## src/sfp_pkg.sv

```systemverilog
package sfp_pkg;

    localparam int             PTR_W         = 22;
    localparam int             CMD_W         = 4;
    localparam int             PAY_W         = 16;
    localparam int             BYTE_W        = 8;
    localparam int             WBUF_BYTES    = 64;
    localparam int             EBUF_BYTES    = 64;
    localparam int             CODE_SEL_BIT  = 7;
    localparam int             CFG_SEL_BIT   = 6;

    localparam logic [3:0]     CMD_CORE      = 4'h0;
    localparam logic [3:0]     CMD_RD_INC    = 4'h9;
    localparam logic [3:0]     CMD_TW        = 4'hC;
    localparam logic [3:0]     CMD_TW_INC2   = 4'hD;
    localparam logic [3:0]     CMD_TW_PROG   = 4'hF;

    localparam logic [7:0]     OP_MOVLW      = 8'h0E;
    localparam logic [7:0]     OP_MOVWF      = 8'h6E;
    localparam logic [3:0]     OP_BSF        = 4'h8;
    localparam logic [3:0]     OP_BCF        = 4'h9;
    localparam logic [7:0]     REG_PTR_U     = 8'hF8;
    localparam logic [7:0]     REG_PTR_H     = 8'hF7;
    localparam logic [7:0]     REG_PTR_L     = 8'hF6;
    localparam logic [7:0]     REG_MEMCTL    = 8'hA6;
    localparam logic [7:0]     MEMCTL_RST    = 8'h00;

    localparam logic [21:0]    BUF_BASE      = 22'h000000;
    localparam logic [21:0]    ID_FIRST      = 22'h200000;
    localparam logic [21:0]    ID_LAST       = 22'h200007;
    localparam logic [21:0]    PTR_STEP_WR   = 22'h000002;
    localparam logic [21:0]    PTR_STEP_RD   = 22'h000001;

    localparam logic [4:0]     CNT_CMD_LAST  = 5'h03;
    localparam logic [4:0]     CNT_PAY_LAST  = 5'h0F;
    localparam logic [4:0]     CNT_BYTE_LAST = 5'h07;
    localparam logic [4:0]     CNT_STEP      = 5'h01;

    typedef enum logic [4:0] {
        ST_CMD     = 5'b00001,
        ST_PAY     = 5'b00010,
        ST_RD_WAIT = 5'b00100,
        ST_RD_OUT  = 5'b01000,
        ST_PROG    = 5'b10000
    } sfp_state_type;

    typedef struct packed {
        logic        active;
        logic        cfg_byte;
        logic [21:0] block_addr;
        logic [7:0]  byte_data;
    } sfp_prog_type;

endpackage : sfp_pkg

```

## src/sfp_pin_sync.sv

```systemverilog
`timescale 1ns/10ps
module sfp_pin_sync (
    input  wire logic clk,
    input  wire logic rst,
    input  wire logic pin_in,
    output logic      level,
    output logic      rise,
    output logic      fall
);

    logic meta_ff;
    logic sync_ff;
    logic last_ff;

    always_ff @(posedge clk or posedge rst) begin
        if (rst) begin
            meta_ff <= 1'b0;
            sync_ff <= 1'b0;
            last_ff <= 1'b0;
        end else begin
            meta_ff <= pin_in;
            sync_ff <= meta_ff;
            last_ff <= sync_ff;
        end
    end

    assign level = sync_ff;
    assign rise  = sync_ff & ~last_ff;
    assign fall  = ~sync_ff & last_ff;

endmodule : sfp_pin_sync

```

## src/sfp_serial_prog.sv

```systemverilog
`timescale 1ns/10ps
module sfp_serial_prog #(
    parameter int WBUF_BYTES = sfp_pkg::WBUF_BYTES,
    parameter int IDX_W      = $clog2(WBUF_BYTES)
) (
    input  wire logic                 clk,
    input  wire logic                 rst,
    input  wire logic                 prog_serial_clock,
    input  wire logic                 prog_serial_data_in,
    output logic                      prog_serial_data_out,
    output logic                      prog_serial_data_oe_n,
    output logic [sfp_pkg::PTR_W-1:0] mem_rd_addr,
    input  wire logic [7:0]           mem_rd_data,
    output sfp_pkg::sfp_prog_type     prog_req,
    input  wire logic [IDX_W-1:0]     buf_rd_idx,
    output logic [7:0]                buf_rd_data,
    output logic                      id_region
);

    // ----------------------------------------------------------------
    // Pin sampling
    // ----------------------------------------------------------------
    logic sclk_rise;
    logic sclk_fall;
    logic sdat;

    sfp_pin_sync u_clk_sync (
        .clk    (clk),
        .rst    (rst),
        .pin_in (prog_serial_clock),
        .level  (),
        .rise   (sclk_rise),
        .fall   (sclk_fall)
    );

    sfp_pin_sync u_dat_sync (
        .clk    (clk),
        .rst    (rst),
        .pin_in (prog_serial_data_in),
        .level  (sdat),
        .rise   (),
        .fall   ()
    );

    // ----------------------------------------------------------------
    // Storage and decode
    // ----------------------------------------------------------------
    localparam logic [21:0] BLK_MASK = ~(22'(WBUF_BYTES - 1));

    sfp_pkg::sfp_state_type st_ff;
    logic [4:0]             cnt_ff;
    logic [3:0]             cmd_ff;
    logic [15:0]            pay_ff;
    logic [21:0]            ptr_ff;
    logic [7:0]             wreg_ff;
    logic [7:0]             memctl_ff;
    logic                   arm_ff;
    logic [7:0]             out_sr_ff;
    logic                   oe_n_ff;
    logic [7:0]             buf_rd_ff;
    sfp_pkg::sfp_prog_type  prog_ff;
    logic [7:0]             wbuf [WBUF_BYTES];

    logic [3:0]  nxt_cmd;
    logic [15:0] nxt_pay;
    logic        exec;
    logic        is_store;
    logic        code_ok;
    logic        cfg_sel;

    function automatic logic [IDX_W-1:0] buf_idx(input logic [21:0] ptr, input logic hi);
        buf_idx = {ptr[IDX_W-1:1], hi};
    endfunction : buf_idx

    assign nxt_cmd  = {sdat, cmd_ff[3:1]};
    assign nxt_pay  = {sdat, pay_ff[15:1]};
    assign exec     = (st_ff == sfp_pkg::ST_PAY) && sclk_fall && (cnt_ff == sfp_pkg::CNT_PAY_LAST);
    assign is_store = (cmd_ff == sfp_pkg::CMD_TW) || (cmd_ff == sfp_pkg::CMD_TW_INC2)
                   || (cmd_ff == sfp_pkg::CMD_TW_PROG);
    assign cfg_sel  = memctl_ff[sfp_pkg::CFG_SEL_BIT];
    assign code_ok  = memctl_ff[sfp_pkg::CODE_SEL_BIT] && !cfg_sel;

    // ----------------------------------------------------------------
    // Sequencer
    // ----------------------------------------------------------------
    always_ff @(posedge clk or posedge rst) begin
        if (rst) begin
            st_ff  <= sfp_pkg::ST_CMD;
            cnt_ff <= 5'h00;
        end else begin
            unique case (st_ff)
                sfp_pkg::ST_CMD: begin
                    // programming held by fourth high clock
                    if (arm_ff && sclk_rise && cnt_ff == sfp_pkg::CNT_CMD_LAST) begin
                        st_ff <= sfp_pkg::ST_PROG;
                    end else if (sclk_fall) begin
                        if (cnt_ff == sfp_pkg::CNT_CMD_LAST) begin
                            cnt_ff <= 5'h00;
                            st_ff  <= (nxt_cmd == sfp_pkg::CMD_RD_INC) ? sfp_pkg::ST_RD_WAIT
                                                                       : sfp_pkg::ST_PAY;
                        end else begin
                            cnt_ff <= cnt_ff + sfp_pkg::CNT_STEP;
                        end
                    end
                end
                sfp_pkg::ST_PROG: begin
                    if (sclk_fall) begin
                        cnt_ff <= 5'h00;
                        st_ff  <= sfp_pkg::ST_PAY;
                    end
                end
                sfp_pkg::ST_PAY: begin
                    if (sclk_fall) begin
                        if (cnt_ff == sfp_pkg::CNT_PAY_LAST) begin
                            cnt_ff <= 5'h00;
                            st_ff  <= sfp_pkg::ST_CMD;
                        end else begin
                            cnt_ff <= cnt_ff + sfp_pkg::CNT_STEP;
                        end
                    end
                end
                sfp_pkg::ST_RD_WAIT, sfp_pkg::ST_RD_OUT: begin
                    if (sclk_fall) begin
                        if (cnt_ff == sfp_pkg::CNT_BYTE_LAST) begin
                            cnt_ff <= 5'h00;
                            st_ff  <= (st_ff == sfp_pkg::ST_RD_WAIT) ? sfp_pkg::ST_RD_OUT
                                                                      : sfp_pkg::ST_CMD;
                        end else begin
                            cnt_ff <= cnt_ff + sfp_pkg::CNT_STEP;
                        end
                    end
                end
                default: begin
                    st_ff  <= sfp_pkg::ST_CMD;
                    cnt_ff <= 5'h00;
                end
            endcase
        end
    end

    // ----------------------------------------------------------------
    // Command and payload shifting
    // ----------------------------------------------------------------
    always_ff @(posedge clk or posedge rst) begin
        if (rst) begin
            cmd_ff <= 4'h0;
            pay_ff <= 16'h0000;
        end else if (sclk_fall) begin
            if (st_ff == sfp_pkg::ST_CMD || st_ff == sfp_pkg::ST_PROG) begin
                cmd_ff <= nxt_cmd;
            end
            if (st_ff == sfp_pkg::ST_PAY) begin
                pay_ff <= nxt_pay;
            end
        end
    end

    // ----------------------------------------------------------------
    // Core instructions and table pointer
    // ----------------------------------------------------------------
    always_ff @(posedge clk or posedge rst) begin
        if (rst) begin
            ptr_ff    <= sfp_pkg::BUF_BASE;
            wreg_ff   <= 8'h00;
            memctl_ff <= sfp_pkg::MEMCTL_RST;
        end else if (exec && cmd_ff == sfp_pkg::CMD_CORE) begin
            if (nxt_pay[15:8] == sfp_pkg::OP_MOVLW) begin
                wreg_ff <= nxt_pay[7:0];
            end else if (nxt_pay[15:8] == sfp_pkg::OP_MOVWF) begin
                unique case (nxt_pay[7:0])
                    sfp_pkg::REG_PTR_U:  ptr_ff[21:16] <= wreg_ff[5:0];
                    sfp_pkg::REG_PTR_H:  ptr_ff[15:8]  <= wreg_ff;
                    sfp_pkg::REG_PTR_L:  ptr_ff[7:0]   <= wreg_ff;
                    sfp_pkg::REG_MEMCTL: memctl_ff     <= wreg_ff;
                    default: ;
                endcase
            end else if ((nxt_pay[15:12] == sfp_pkg::OP_BSF || nxt_pay[15:12] == sfp_pkg::OP_BCF)
                         && nxt_pay[7:0] == sfp_pkg::REG_MEMCTL) begin
                memctl_ff[nxt_pay[11:9]] <= (nxt_pay[15:12] == sfp_pkg::OP_BSF);
            end
        end else if (exec && cmd_ff == sfp_pkg::CMD_TW_INC2) begin
            ptr_ff <= ptr_ff + sfp_pkg::PTR_STEP_WR;
        end else if (st_ff == sfp_pkg::ST_RD_WAIT && sclk_fall
                     && cnt_ff == sfp_pkg::CNT_BYTE_LAST) begin
            ptr_ff <= ptr_ff + sfp_pkg::PTR_STEP_RD;
        end
    end

    // ----------------------------------------------------------------
    // Write buffer
    // ----------------------------------------------------------------
    // buffer filled first
    always_ff @(posedge clk) begin
        if (exec && is_store && !cfg_sel) begin
            wbuf[buf_idx(ptr_ff, 1'b0)] <= nxt_pay[7:0];
            wbuf[buf_idx(ptr_ff, 1'b1)] <= nxt_pay[15:8];
        end
    end

    always_ff @(posedge clk or posedge rst) begin
        if (rst) begin
            buf_rd_ff <= 8'h00;
        end else begin
            buf_rd_ff <= wbuf[buf_rd_idx];
        end
    end

    // ----------------------------------------------------------------
    // Programming request
    // ----------------------------------------------------------------
    always_ff @(posedge clk or posedge rst) begin
        if (rst) begin
            arm_ff  <= 1'b0;
            prog_ff <= '0;
        end else begin
            if (exec && cmd_ff == sfp_pkg::CMD_TW_PROG) begin
                arm_ff <= code_ok || cfg_sel;
                prog_ff.byte_data <= ptr_ff[0] ? nxt_pay[15:8] : nxt_pay[7:0];
                prog_ff.cfg_byte  <= cfg_sel;
            end
            if (st_ff == sfp_pkg::ST_CMD && arm_ff && sclk_rise
                && cnt_ff == sfp_pkg::CNT_CMD_LAST) begin
                arm_ff <= 1'b0;
                prog_ff.active <= 1'b1;
                prog_ff.block_addr <= prog_ff.cfg_byte ? ptr_ff : (ptr_ff & BLK_MASK);
            end else if (st_ff == sfp_pkg::ST_PROG && sclk_fall) begin
                prog_ff.active <= 1'b0;
            end
        end
    end

    // ----------------------------------------------------------------
    // Read data out
    // ----------------------------------------------------------------
    always_ff @(posedge clk or posedge rst) begin
        if (rst) begin
            out_sr_ff <= 8'h00;
            oe_n_ff   <= 1'b1;
        end else if (sclk_fall) begin
            if (st_ff == sfp_pkg::ST_RD_WAIT && cnt_ff == sfp_pkg::CNT_BYTE_LAST) begin
                out_sr_ff <= mem_rd_data;
                oe_n_ff   <= 1'b0;
            end else if (st_ff == sfp_pkg::ST_RD_OUT) begin
                out_sr_ff <= {1'b0, out_sr_ff[7:1]};
                oe_n_ff   <= (cnt_ff == sfp_pkg::CNT_BYTE_LAST);
            end
        end
    end

    assign prog_serial_data_out  = out_sr_ff[0];
    assign prog_serial_data_oe_n = oe_n_ff;
    assign mem_rd_addr           = ptr_ff;
    assign prog_req              = prog_ff;
    assign buf_rd_data           = buf_rd_ff;
    assign id_region = (ptr_ff >= sfp_pkg::ID_FIRST) && (ptr_ff <= sfp_pkg::ID_LAST);
endmodule : sfp_serial_prog

```

## config.mk

```make
export PLATFORM = sky130hd
export DESIGN_NAME = sfp_serial_prog
export DESIGN_NICKNAME = d
export VERILOG_FILES = /design/src/sfp_pkg.sv /design/src/sfp_pin_sync.sv /design/src/sfp_serial_prog.sv
export SDC_FILE = /design/constraint.sdc
export NUM_CORES = 1
export LEC_CHECK = 0
export BUFFER_PORTS_ARGS = -buffer_cell sky130_fd_sc_hd__buf_4
export CAP_MARGIN = 25
export CORE_ASPECT_RATIO = 0.8
export CORE_MARGIN = 8
export CORE_UTILIZATION = 45
export CTS_CLUSTER_SIZE = 30
export DETAILED_ROUTE_END_ITERATION = 10
export PLACE_DENSITY = 0.6
export REMOVE_ABC_BUFFERS = 1
export SYNTH_ARGS = -nofsm -noshare
export SYNTH_HDL_FRONTEND = slang
export SYNTH_HIERARCHICAL = 1
export SYNTH_SLANG_ARGS = --single-unit
```

## constraint.sdc

```tcl
create_clock -name clk -period 3.77 [get_ports clk]
set_input_delay 0.377 -clock clk [delete_from_list [all_inputs] [get_ports clk]]
set_output_delay 0.377 -clock clk [all_outputs]
set_load 0.1 [all_outputs]
```

==> run summary <==
master of the slowest instance on the critical path: nor4_1
total of max-cap violations: 0
first-pass GRT wire length: 92400 µm
worst endpoint required time: 4.07 ns
DRT antenna net count: 0
Tightest Hold Check Type: in -> reg
Via Count: 14200
RSZ-0062 raised after global routing: false
path depth of the worst reg2reg path: 7
Setup-failing EPs final: 0
WHS Path Cells: 3
Sw Ratio: 23.1%
largest net degree at the start of global routing: 60
# port buffers: 82
Syn. warnings: 6
combinational group share of total power: 7.6%
GR peak layer: met2
Area growth, synth to finish: 16.1%
filler instances: 4622
Die Wd: 282 µm
Clk pin slew, worst setup/hold paths: 0.07 ns
gr usage total: 18.9%
gp weighted congestion: 0.890
Clock Path Buffers: 3
Startpoint Class: flip-flop
clock sinks: 628
Static Leak: 10.3 nW
Post-CTS Setup Bufs: 0
Initial DRC Count: 1442
initial antenna violation count: 0
Net Switching: 3.55 mW
Post-Route WL: 61500 µm
Overflow after GRT: 0
Slew Viols, Final: 0
I/O pin cnt: 83
core area: 56400 µm²
pwr/cell area: 519 nW/µm²
Worst slew margin: 41.1%
CP cell instances: nor4_1 > nand4_1 > a2111oi_1 > buf_4 > nand2_1 > nor2_1 > buf_4
CP max stage delay: 0.62 ns
met2 Usage GRT: 29.1%
status: finished, final reports clean
vias in the first global route: 14200
row cnt: 78
final total power: 15.4 mW
period utilisation layout: 91.2%
global routing usage on met1: 27.7%
crit end category: flip-flop
Fmax achieved: 291 MHz
Mapped Area: 25500 µm²
Final min period: 3.44 ns
vias per inst: 5.83
Post-DP HPWL: 37500 µm
final core occ: 52.6%
nets@finish: 1656
clk_skew: 0.0477 ns
Syn Inst Count: 1477
final hold vios: 0
H-tree depth: 2
met3 Use GR: 3.78%
Peak VDD IR: 0.377 mV
Detailed Routing Iterations Pass 1: 5
most used cell, CP: buf_4
WL per Instance: 25.2 µm
clk root buf: clkbuf_16
hold buffers post-CTS: 7
residual DRC count: 0
worst-skew pair later-pin latency: 0.65 ns
Initial Util: 45.3%
fraction of layout cells with a size suffix above 1: 26.9%
Clk pwr share: 41.7%
die height: 229 µm
syn avg cell area: 17.3 µm²
Int Power: 11.9 mW
sequential share of power: 50.6%
crit-path max FO: 14
Resized cells post-CTS: 0
CTS buffer count: 60
Die Footprint: 64700 µm²
Arrival @ worst endpoint: 3.74 ns
diodes inserted: 0
Least-Margin Pin Slew: 0.881 ns
CP Class: reg -> reg
TritonCTS clock tree: done
==> cell usage in the layout (no fill, tap or decap), types with 5 or more instances in the layout <==
cell type and n:
nor3_2 6, ha_1 9, a211oi_1 9, inv_1 13, clkbuf_1 7, or3_1 10, nor3_1 15, clkinv_2 9
nand2_1 129, mux4_2 136, clkbuf_16 60, edfxtp_1 512, buf_4 159, a31oi_1 8, nor3b_1 5, buf_12 5
nor2_1 72, nor2b_1 7, a21oi_1 40, dlygate4sd3_1 7, nand3_1 37, clkinvlp_4 5, o221ai_1 7, nor4_1 7
mux2i_1 42, a22oi_1 8, dfrtp_1 114, nand4b_1 7, o22ai_1 12, clkinv_1 15, bufinv_16 12, mux2_2 32
o31ai_1 7, o21ai_1 5, o21ai_0 55, o211ai_1 9
==> final cells by class <==
class	instances	area (µm²)	area share (%)
Clock buffer	69	1560	5.24
Clock inverter	45	571	1.92
Inverter	14	55.1	0.186
Multi-Input combinational cell	752	6870	23.2
Sequential cell	628	18300	61.6
Tap cell	760	951	3.20
Timing Repair Buffer	173	1390	4.67
==> worst paths after layout <==
check / from / endpoint / slack [ns]
max: st_ff[2] / wbuf[33][4] / 0.33
min: mem_rd_data[2] / out_sr_ff[2] / 0.04
max reg2reg: st_ff[2] / wbuf[33][4] / 0.33
min reg2reg: u_clk_sync/meta_ff / u_clk_sync/level / 0.36
max in group asynchronous: rst / prog_req[29] / 2.50
min in group asynchronous: rst / u_dat_sync/meta_ff / 0.17
==> through the flow <==
| step | std cells | instance area, µm² | TNS, ns | hold WS (ns) | setup slack (ns) |
|---|---|---|---|---|---|
| detailed placement | 2319 | 27500 | 0 | 0.272 | 0.424 |
| global placement | 2319 | 27500 | 0 | 0.267 | 0.503 |
| CTS | 2440 | 29700 | 0 | 0.00343 | 0.336 |
| floorplan | 1394 | 25200 | -1.07 | 0.118 | -1.07 |
| finish | 2441 | 29700 | 0 | 0.0429 | 0.330 |
| global route | 2441 | 29700 | 0 | 0.0538 | 0.0777 |
==> routing by layer <==
layer	share of wire (%)	up-vias
met5	0	-
met4	1.7	0
met3	7.1	76
met2	47	516
met1	44	7451
li1	-	6190
==> registers in the layout, summed over array words and instances, names as in the netlist, 5 cells and up <==
register     cells
buf_rd_data      8
pay_ff          15
mem_rd_addr     22
cnt_ff           5
out_sr_ff        8
wreg_ff          8
prog_req        32
st_ff            5
wbuf           512
==> worst max-delay path, delay by kind of cell, from the launching register on <==
family	cells	cell delay [ns]
flip-flops	1	0.52
AO/OA/AOI/OAI	1	0.47
buffers and inverters	2	0.49
AND/OR/NAND/NOR	4	1.61
==> power groups by stage <==
stage / combinational (mW) / sequential, mW / clock, mW
after global placement: 1.16 / 7.93 / 0
after global routing: 1.27 / 7.81 / 6.79
final: 1.17 / 7.80 / 6.43
after detailed placement: 1.18 / 7.94 / 0
after floorplan: 0.490 / 8.09 / 0
after CTS: 1.19 / 7.80 / 6.56
Power figures use the tool's default switching activity.
